==> src/idp_pkg.sv <==
/*
  Package for the indirect data pointer unit: widths, register slot codes,
  and reset values.
  Assumes the core presents special function register slot codes as
  defined here, one access per clock.
*/
package idp_pkg;

  localparam int unsigned DATA_W = 8;
  localparam int unsigned ADDR_W = 12;
  localparam int unsigned HIGH_USED_W = 4;
  localparam int unsigned NUM_PAIRS = 3;

  // Slot codes the core uses to name this unit's registers and operands.
  typedef enum logic [3:0] {
    IDP_SLOT_NONE,
    IDP_SLOT_LOW_0,
    IDP_SLOT_HIGH_0,
    IDP_SLOT_LOW_1,
    IDP_SLOT_HIGH_1,
    IDP_SLOT_LOW_2,
    IDP_SLOT_HIGH_2,
    IDP_SLOT_OPERAND_0,
    IDP_SLOT_OPERAND_1,
    IDP_SLOT_OPERAND_2
  } idp_slot_t;

  localparam logic [7:0] LOW_RESET  = 8'h00;
  localparam logic [3:0] HIGH_RESET = 4'h0;
  localparam logic [3:0] HIGH_PAD   = 4'h0;
  localparam logic [7:0]  DATA_RESET = 8'h00;
  localparam logic [11:0] ADDR_RESET = 12'h000;

endpackage : idp_pkg

==> src/idp_pointer_unit.sv <==
/*
  Indirect data pointer unit: three 12-bit pointer pairs and three virtual
  operands that redirect a core access to the data memory address held in
  the matching pair.
  Assumes the core issues at most one slot access per clock and that the
  data memory answers combinationally to mem_addr_out, so the byte on
  mem_rdata_in belongs to the address registered at the previous edge.
  Every read, of a pointer half or of an operand, is answered two edges
  after it is taken: the first edge presents an operand's pointer to the
  data memory, the second captures the byte that comes back. Pointer-half
  reads take the same path, so back-to-back reads of different kinds
  never collide on the result register. A pointer write is seen by an
  operand access in the very next cycle.
  Direct accesses keep the bank select register and the access-bank bit;
  only the operand path drops them.
*/
`timescale 1ns/1ps

module idp_pointer_unit
(
  input  wire logic                 clk_in,
  input  wire logic                 reset_in,
  input  wire idp_pkg::idp_slot_t   slot_in,
  input  wire logic                 read_in,
  input  wire logic                 write_in,
  input  wire logic [7:0]           wdata_in,
  input  wire logic [3:0]           bank_select_register_in,
  input  wire logic                 access_bank_in,
  input  wire logic [7:0]           direct_offset_in,
  input  wire logic [7:0]           mem_rdata_in,
  output logic      [7:0]           rdata_out,
  output logic                      rvalid_out,
  output logic      [11:0]          mem_addr_out,
  output logic      [7:0]           mem_wdata_out,
  output logic                      mem_we_out,
  output logic      [11:0]          pointer_pair_0_out,
  output logic      [11:0]          pointer_pair_1_out,
  output logic      [11:0]          pointer_pair_2_out
);

  logic [7:0]  pointer_low_half  [3];
  logic [3:0]  pointer_high_half [3];
  logic [11:0] next_addr;
  logic [7:0]  next_rdata;
  logic        is_operand;
  logic [1:0]  sel;

  // Read pipeline: what the first stage saw, waiting for the second stage
  // to pick either the held pointer half or the data memory byte.
  logic        read_pend;
  logic        pend_operand;
  logic [7:0]  pend_data;

  // Builds a full 12-bit pointer from one pair. Used for the operand
  // address and for the mirrors, so both always agree on the layout.
  function automatic logic [11:0] pair_addr(input logic [3:0] hi, input logic [7:0] lo);
    pair_addr = {hi, lo};
  endfunction : pair_addr

  // Decodes the slot into an operand flag and a pair index. Any other
  // slot leaves the flag low, so the direct address path applies.
  always_comb
  begin
    is_operand = 1'b0;
    sel        = 2'd0;
    if (slot_in == idp_pkg::IDP_SLOT_OPERAND_0)
    begin
      is_operand = 1'b1;
      sel        = 2'd0;
    end
    else if (slot_in == idp_pkg::IDP_SLOT_OPERAND_1)
    begin
      is_operand = 1'b1;
      sel        = 2'd1;
    end
    else if (slot_in == idp_pkg::IDP_SLOT_OPERAND_2)
    begin
      is_operand = 1'b1;
      sel        = 2'd2;
    end
  end

  // Picks the data memory address. The operand path uses only the pointer,
  // so bank and access-bank bit cannot leak into an indirect target; the
  // direct path keeps them for ordinary accesses.
  always_comb
  begin
    if (is_operand)
      next_addr = pair_addr(pointer_high_half[sel], pointer_low_half[sel]);
    else if (access_bank_in)
      next_addr = {bank_select_register_in, direct_offset_in};
    else
      next_addr = {4'h0, direct_offset_in};
  end

  // Selects the read value for a slot access. Operands have nothing of
  // their own to return here; their byte is taken from the data memory
  // in the second read stage.
  always_comb
  begin
    case (slot_in)
      idp_pkg::IDP_SLOT_LOW_0:  next_rdata = pointer_low_half[0];
      idp_pkg::IDP_SLOT_HIGH_0: next_rdata = {idp_pkg::HIGH_PAD, pointer_high_half[0]};
      idp_pkg::IDP_SLOT_LOW_1:  next_rdata = pointer_low_half[1];
      idp_pkg::IDP_SLOT_HIGH_1: next_rdata = {idp_pkg::HIGH_PAD, pointer_high_half[1]};
      idp_pkg::IDP_SLOT_LOW_2:  next_rdata = pointer_low_half[2];
      idp_pkg::IDP_SLOT_HIGH_2: next_rdata = {idp_pkg::HIGH_PAD, pointer_high_half[2]};
      idp_pkg::IDP_SLOT_OPERAND_0,
      idp_pkg::IDP_SLOT_OPERAND_1,
      idp_pkg::IDP_SLOT_OPERAND_2: next_rdata = idp_pkg::DATA_RESET;
      default:                  next_rdata = 8'h00;
    endcase
  end

  // Holds the pointer halves; high halves keep only four bits, so the
  // spare bits can never reach an address. Writes to operand and empty
  // slots leave the pointers alone.
  always_ff @(posedge clk_in or posedge reset_in)
  begin
    if (reset_in)
    begin
      for (int i = 0; i < 3; i++)
      begin
        pointer_low_half[i]  <= idp_pkg::LOW_RESET;
        pointer_high_half[i] <= idp_pkg::HIGH_RESET;
      end
    end
    else if (write_in)
    begin
      case (slot_in)
        idp_pkg::IDP_SLOT_LOW_0:  pointer_low_half[0]  <= wdata_in;
        idp_pkg::IDP_SLOT_HIGH_0: pointer_high_half[0] <= wdata_in[3:0];
        idp_pkg::IDP_SLOT_LOW_1:  pointer_low_half[1]  <= wdata_in;
        idp_pkg::IDP_SLOT_HIGH_1: pointer_high_half[1] <= wdata_in[3:0];
        idp_pkg::IDP_SLOT_LOW_2:  pointer_low_half[2]  <= wdata_in;
        idp_pkg::IDP_SLOT_HIGH_2: pointer_high_half[2] <= wdata_in[3:0];
        default: ;
      endcase
    end
  end

  // First read stage: notes a read of a real slot and holds a pointer
  // half's value while the data memory looks up an operand's byte.
  always_ff @(posedge clk_in or posedge reset_in)
  begin
    if (reset_in)
    begin
      read_pend    <= 1'b0;
      pend_operand <= 1'b0;
      pend_data    <= idp_pkg::DATA_RESET;
    end
    else
    begin
      read_pend    <= read_in && (slot_in != idp_pkg::IDP_SLOT_NONE);
      pend_operand <= read_in && is_operand;
      pend_data    <= next_rdata;
    end
  end

  // Second read stage: registers the answer two edges after the request.
  // It is zero when nothing was read, so stale data never lingers on the
  // result port between reads.
  always_ff @(posedge clk_in or posedge reset_in)
  begin
    if (reset_in)
    begin
      rdata_out  <= idp_pkg::DATA_RESET;
      rvalid_out <= 1'b0;
    end
    else
    begin
      if (read_pend)
        rdata_out <= pend_operand ? mem_rdata_in : pend_data;
      else
        rdata_out <= idp_pkg::DATA_RESET;
      rvalid_out <= read_pend;
    end
  end

  // Registers the data memory request. The address also serves the first
  // read stage, so an operand read finds its byte here one edge later;
  // operand writes go to the pointed byte.
  always_ff @(posedge clk_in or posedge reset_in)
  begin
    if (reset_in)
    begin
      mem_addr_out  <= idp_pkg::ADDR_RESET;
      mem_wdata_out <= idp_pkg::DATA_RESET;
      mem_we_out    <= 1'b0;
    end
    else
    begin
      mem_addr_out  <= next_addr;
      mem_wdata_out <= wdata_in;
      mem_we_out    <= write_in && is_operand;
    end
  end

  // Mirrors the pointer pairs for the core's observation; each mirror
  // trails its registers by one edge, so a write shows here two edges
  // after it is taken.
  always_ff @(posedge clk_in or posedge reset_in)
  begin
    if (reset_in)
    begin
      pointer_pair_0_out <= idp_pkg::ADDR_RESET;
      pointer_pair_1_out <= idp_pkg::ADDR_RESET;
      pointer_pair_2_out <= idp_pkg::ADDR_RESET;
    end
    else
    begin
      pointer_pair_0_out <= pair_addr(pointer_high_half[0], pointer_low_half[0]);
      pointer_pair_1_out <= pair_addr(pointer_high_half[1], pointer_low_half[1]);
      pointer_pair_2_out <= pair_addr(pointer_high_half[2], pointer_low_half[2]);
    end
  end

endmodule : idp_pointer_unit

==> config.mk <==
export PLATFORM = sky130hd
export DESIGN_NAME = idp_pointer_unit
export DESIGN_NICKNAME = d
export VERILOG_FILES = /design/src/idp_pkg.sv /design/src/idp_pointer_unit.sv
export SDC_FILE = /design/constraint.sdc
export NUM_CORES = 1
export LEC_CHECK = 0
export BUFFER_PORTS_ARGS = -buffer_cell sky130_fd_sc_hd__buf_2
export CORE_UTILIZATION = 30
export DETAILED_ROUTE_END_ITERATION = 16
export MAX_ROUTING_LAYER = met4
export PLACE_DENSITY = 0.57
export SLEW_MARGIN = 20
export SYNTH_ARGS = -nofsm -noshare
export SYNTH_HDL_FRONTEND = slang
export SYNTH_SLANG_ARGS = --single-unit
export TNS_END_PERCENT = 50
==> constraint.sdc <==
create_clock -name clk_in -period 3.9 [get_ports clk_in]
set_input_delay 0.585 -clock clk_in [delete_from_list [all_inputs] [get_ports clk_in]]
set_output_delay 0.585 -clock clk_in [all_outputs]
set_load 0.05 [all_outputs]
==> out/results.tsv, run 1 <==
stage	metric	value	unit
clocking	CTS Hold Buffers Added	0	
grt	initial antenna violation count	0	
synthesis	synthesis-stage register bit count	112	
floorplan	DIE WIDTH	120.7	um
synthesis	Mapped Cells	296	
placement	Setup WS pre-CTS	1.267	ns
synthesis	post-synth cell types	34	
sta	RSZ-0062 raised after global routing	no	
synthesis	Post-synth EDFFs	0	
power_and_ir_drop	maximum VDD drop	0.2365	mV
routing	Routed Antenna Nets	0	
grt	first-pass GRT wire length	16.20	mm
setup_path	Worst path top cell family by delay	simple AND/OR/NAND/NOR gates	
clocking	Clock Sinks	112	
finish	Antenna diodes	0	
setup_path	max incr delay on CP	0.64	ns
sta	TNS Setup	0	ns
routing	DRC	0	
sta	Tightest Pin Transition	0.8821	ns
sta	Tcrit/Tclk final	0.6028	
sta	final setup fails	0	
synthesis	Synth Net Count	333	
floorplan	Core Region	13830	um^2
floorplan	area of the die	14580	um^2
placement	Detail Placement HPWL	7.280	mm
sta	Worst Skew	0.007142	ns
grt	vias in the first global route	2790	
sta	Final Max Slew Viols	0	
setup_path	Worst EP arrival	2.58	ns
setup_path	crit path max fanout	28	
clocking	H-tree Lvls	3	
routing	via count	2776	
synthesis	asr flop ratio synth	1.000	
run_status	status	finished clean	
power_and_ir_drop	total power	3.126	mW
setup_path	CP cell instances	buf_2, nand4b_1, and2_4, o41ai_1	
placement	IO buf count	102	
floorplan	Core Rows	43	
grt	GRT Overall Usage	0.1568	
synthesis	Synth warnings	0	
placement	GP Congestion	0.8143	
flow_run	MaxCap Viol Count	0	
routing	Pre-Repair DR Iteration Count	4	
synthesis	ys flop type	dfrtp_1	
setup_path	CP Capture Type	register	
clocking	Worst-path clk slew	0.07	ns
clocking	CTS tree	yes	
synthesis	Mean Syn Cell Area	14.29	um^2
clocking	clock buffer depth	2	
sta	post-route setup slack	1.549	ns
sta	Slew HR	0.4037	
sta	minimum clock period	2.351	ns
worst_hold_path	HP Class	primary input to register	
routing	violation count after the first detailed-routing iteration	156	
grt	pin count of the biggest net entering global routing	72	
finish	synth-to-layout area growth	22.39	%
setup_path	critical path type	primary input to register	
setup_path	WP data required	4.12	ns
floorplan	# IOs	103	
setup_path	WP buf/inv	1	
clocking	Post-CTS Setup Inserts	0	
clocking	Num CTS Buffers	9	
clocking	clock latency at the later pin of the worst-skew pair	0.35	ns
synthesis	synthesized area	4230	um^2
clocking	CTS root buf	clkbuf_16	
sta	Final Hold Viols	0	
setup_path	Critical Path Source Type	primary input	
sta	fmax	425.4	MHz
grt	GRT overflow	0	
finish	layout cell share with drive strength beyond 1	0.4425	
setup_path	slowest cell on the critical path	nand4b_1	
finish	nets@finish	432	
synthesis	sequential cell area fraction in the yosys report	0.6625	
floorplan	chip height	120.7	um
power_and_ir_drop	PwrDens	603.9	nW/um^2
clocking	post-CTS sizing	0	
routing	routed wire length	10.46	mm
routing	detailed-route wire length per cell	18.03	um
routing	Via-to-Cell Ratio	4.786	
power_and_ir_drop	Lkg Pwr	2.440	nW
floorplan	Initial Util	0.3059	
==> power by group <==
part	total (mW)	switching, mW	internal (mW)
Clock	0.851	0.418	0.433
Combinational	0.769	0.560	0.210
Sequential	1.51	0.143	1.36
==> worst reg2reg max path: stages, from the launching register on <==
cell and delay (ns):
dfrtp_1 0.42, mux2_2 0.29, a222oi_1 0.33, o31ai_1 0.16
==> synth_stat cells, types with 2 or more instances <==
cell type / count / share of area
a22oi_1: 5 / 0.0089
a32oi_1: 4 / 0.0083
and4bb_2: 2 / 0.0059
buf_2: 9 / 0.011
clkbuf_1: 6 / 0.0053
dfrtp_1: 112 / 0.66
mux2_2: 43 / 0.11
mux2i_1: 10 / 0.024
nand2_1: 8 / 0.0071
nand3_1: 10 / 0.012
nand4_1: 4 / 0.0059
nor2_1: 25 / 0.022
nor2b_1: 13 / 0.019
nor3_1: 12 / 0.014
nor3b_1: 2 / 0.0035
o31ai_1: 3 / 0.0053
o41ai_1: 4 / 0.0083
o41ai_2: 8 / 0.031
==> through the flow <==
step                utilization  instance area, um^2  std cells  hold slack, ns
finish                   0.3744                 5177        580          0.3795
global route             0.3744                 5177        580          0.3730
CTS                      0.3744                 5177        580          0.3755
detailed placement       0.3547                 4905        564          0.4202
global placement         0.3547                 4905        564          0.4137
floorplan                     -                 4230        296          0.3824
==> layout make-up <==
class | count | area (um^2)
clock inverters | 7 | 47.55
clock buffers | 9 | 225.2
well taps | 180 | 225.2
fillers | 1321 | 8650
repair buffers | 104 | 525.5
multi-input cells | 167 | 1345
flip-flops and latches | 112 | 2803
inverters | 1 | 6.256
==> path summary, 6_finish.rpt <==
check / from / end / slack [ns] / cells past startpoint
max: slot_in[0] / mem_addr_out[2] / 1.55 / 4
min: wdata_in[5] / mem_wdata_out[5] / 0.38 / 1
max reg2reg: pointer_high_half[0] / pend_data[0] / 2.57 / 3
min reg2reg: pointer_high_half[1] / pointer_pair_2_out[9] / 0.43 / 0
max in group asynchronous: reset_in / pointer_low_half[12] / 2.66 / 3
min in group asynchronous: reset_in / mem_wdata_out[1] / 0.42 / 2
==> per-layer routing <==
metal	vias up	track usage	part of all wire
li1	1263	-	-
met1	1399	0.2166	0.48
met2	98	0.2274	0.46
met3	16	0.03443	0.045
met4	0	0.05401	0.017
met5	-	-	0
==> placed cells by master, fill, tap and decap left out, types with 2 or more instances in the layout <==
| master | count |
|---|---|
| clkinvlp_4 | 2 |
| a22oi_1 | 5 |
| nand2_1 | 8 |
| dfrtp_1 | 112 |
| nand4_1 | 4 |
| o41ai_2 | 8 |
| nand3_1 | 10 |
| a32oi_1 | 4 |
| mux2_2 | 43 |
| o41ai_1 | 4 |
| clkinv_2 | 3 |
| nor3_1 | 12 |
| nor3b_1 | 2 |
| and4bb_2 | 2 |
| mux2i_1 | 10 |
| buf_2 | 102 |
| o31ai_1 | 3 |
| buf_4 | 2 |
| nor2b_1 | 13 |
| nor2_1 | 25 |
| clkbuf_16 | 9 |
==> registers in the layout (all words and copies together), names as in the netlist, 8 cells and up <==
signal and flops:
pointer_low_half 24, mem_wdata_out 8, rdata_out 8, pointer_high_half 12, pointer_pair_0_out 12, pend_data 8
pointer_pair_1_out 12, mem_addr_out 12, pointer_pair_2_out 12
==> kinds of logic after synthesis <==
kind of cell	count (synthesis)	share of synthesized area
muxes	53	0.1381
DFF	112	0.6625
and+or+nand+nor	87	0.1121
buffers and inverters	17	0.01952
AOI/OAI and AO/OA	27	0.06773
Power figures use the tool's default switching activity.
==> run 2: changes to the inputs <==
Clock period 3.9 ns to 2.29 ns, I/O delays scaled along.
==> out/results.tsv, run 2 (synthesis results as in run 1) <==
stage	metric	value	unit	change
setup_path	Worst EP arrival	1.85	ns	was 2.58 ns
floorplan	Core Region	13830	um^2	unchanged
grt	first-pass GRT wire length	16.24	mm	was 16.20 mm
sta	Worst Skew	0.007376	ns	was 0.007142 ns
finish	Most flops, register	pointer_low_half		unchanged
finish	most common cell after layout, fill and taps aside	dfrtp_1		unchanged
setup_path	Critical Path Source Type	primary input		unchanged
clocking	Clock Sinks	112		unchanged
finish	max reg flops	24		unchanged
sta	final setup fails	0		unchanged
setup_path	R2R depth	3		unchanged
routing	violation count after the first detailed-routing iteration	211		was 156
clocking	CTS root buf	clkbuf_16		unchanged
setup_path	crit path max fanout	16		was 28
setup_path	FF-to-FF setup slack	0.93	ns	was 2.57 ns
clocking	Worst-path clk slew	0.07	ns	about the same
clocking	clock buffer depth	2		unchanged
sta	Final Max Slew Viols	0		unchanged
routing	Pre-Repair DR Iteration Count	4		unchanged
routing	Routed Antenna Nets	0		unchanged
power_and_ir_drop	Lkg Pwr	2.497	nW	was 2.440 nW
setup_path	WP data required	2.52	ns	was 4.12 ns
routing	Via-to-Cell Ratio	4.802		was 4.786
sta	Tightest Pin Transition	0.7152	ns	was 0.8821 ns
setup_path	RR Endpoint	pend_data[0]		unchanged
routing	routed wire length	10.44	mm	was 10.46 mm
sta	Slew HR	0.5222		was 0.4037
clocking	CTS Hold Buffers Added	0		unchanged
floorplan	chip height	120.7	um	unchanged
floorplan	Core Rows	43		unchanged
clocking	Post-CTS Setup Inserts	0		unchanged
finish	layout cell share with drive strength beyond 1	0.4472		was 0.4425
floorplan	Initial Util	0.3059		unchanged
routing	detailed-route wire length per cell	17.79	um	was 18.03 um
grt	vias in the first global route	2872		was 2790
run_status	status	finished clean		unchanged
floorplan	# IOs	103		unchanged
finish	final core occ	0.3829		was 0.3744
placement	GP Congestion	0.8750		was 0.8143
clocking	H-tree Lvls	3		unchanged
finish	Antenna diodes	0		unchanged
grt	GRT Overall Usage	0.1562		was 0.1568
finish	synth-to-layout area growth	25.14	%	was 22.39%
clocking	Num CTS Buffers	9		unchanged
floorplan	area of the die	14580	um^2	unchanged
sta	Final Hold Viols	0		unchanged
worst_hold_path	HP Class	primary input to asynchronous set/reset pin		was primary input to register
setup_path	critical path type	primary input to register		unchanged
routing	DRC	0		unchanged
sta	RSZ-0062 raised after global routing	no		unchanged
grt	GRT overflow	0		unchanged
finish	Fillers	1349		was 1321
grt	pin count of the biggest net entering global routing	113		was 72
setup_path	worst r2r src	pointer_high_half[0]		unchanged
placement	IO buf count	102		unchanged
sta	minimum clock period	1.617	ns	
finish	most frequent cells in the layout	112 x dfrtp_1, 102 x buf_2, 43 x mux2_2		unchanged
floorplan	DIE WIDTH	120.7	um	unchanged
grt	initial antenna violation count	0		unchanged
finish	nets@finish	439		was 432
sta	fmax	618.4	MHz	
flow_run	MaxCap Viol Count	0		unchanged
clocking	CTS tree	yes		unchanged
sta	TNS Setup	0	ns	unchanged
placement	Detail Placement HPWL	7.253	mm	was 7.280 mm
routing	via count	2819		was 2776
sta	Tcrit/Tclk final	0.7062		
power_and_ir_drop	maximum VDD drop	0.3785	mV	was 0.2365 mV
power_and_ir_drop	PwrDens	1050	nW/um^2	was 603.9 nW/um^2
clocking	post-CTS sizing	0		unchanged
clocking	clock latency at the later pin of the worst-skew pair	0.35	ns	about the same
setup_path	CP Capture Type	register		unchanged
## run 2: changes by cell type in the layout (fill, tap and decap cells not counted)
cell / change
clkinv_4: -1
clkbuf_8: +1
inv_4: -1
buf_4: +6
clkbuf_1: +2
buf_12: +1
clkinv_2: -3
bufinv_16: +2
## run 2: how the worst max path moves through the flow
| stage | start | end | slack, ns |
|---|---|---|---|
| global placement | slot_in[2] | pointer_high_half[3] | 0.36 |
| CTS | slot_in[2] | pointer_low_half[14] | 0.70 |
| detailed placement | slot_in[2] | pointer_low_half[14] | 0.34 |
| floorplan | reset_in | mem_addr_out[0] | 0.59 |
| global route | slot_in[2] | pointer_high_half[3] | 0.61 |
| finish | slot_in[2] | pointer_low_half[22] | 0.67 |
## run 2: layout make-up
type	count	area, um^2	area share
clock buffers	12	246.5	0.04656
repair buffers	111	590.6	0.1116
inverters	1	7.507	0.001418
well taps	180	225.2	0.04254
multi-input cells	167	1345	0.2541
flip-flops and latches	112	2803	0.5294
clock inverters	4	76.32	0.01442
## run 2: report_power, final
group / internal (mW) / switching (mW) / total [mW] / leakage, nW
registers: 2.32 / 0.244 / 2.57 / 1.39
logic: 0.364 / 0.955 / 1.32 / 0.950
clock network: 0.993 / 0.681 / 1.67 / 0.153
total: 3.68 / 1.88 / 5.56 / 2.50
## run 2: routing by layer
metal	up-vias	wire length (um)	track usage
met4	0	271	0.06481
met2	93	4706	0.2299
met3	19	512	0.03066
met1	1424	4951	0.2113
met5	-	0	-
li1	1283	-	-
## run 2: stage by stage
stage	hold slack, ns	total power [mW]	std cells	area, um^2	worst slack (ns)
floorplan	0.3749	3.526	296	4234	0.5890
global placement	0.4150	3.916	571	4971	0.3594
detailed placement	0.4094	3.926	571	4971	0.3371
CTS	0.1359	5.624	587	5294	0.7033
global route	0.1425	5.811	587	5294	0.6054
finish	0.1428	5.559	587	5294	0.6729
## run 2: critical path, cell delays in order
cell and delay, ns:
buf_2 0.19, nor2_1 0.32, nand3_1 0.53, mux2_2 0.46
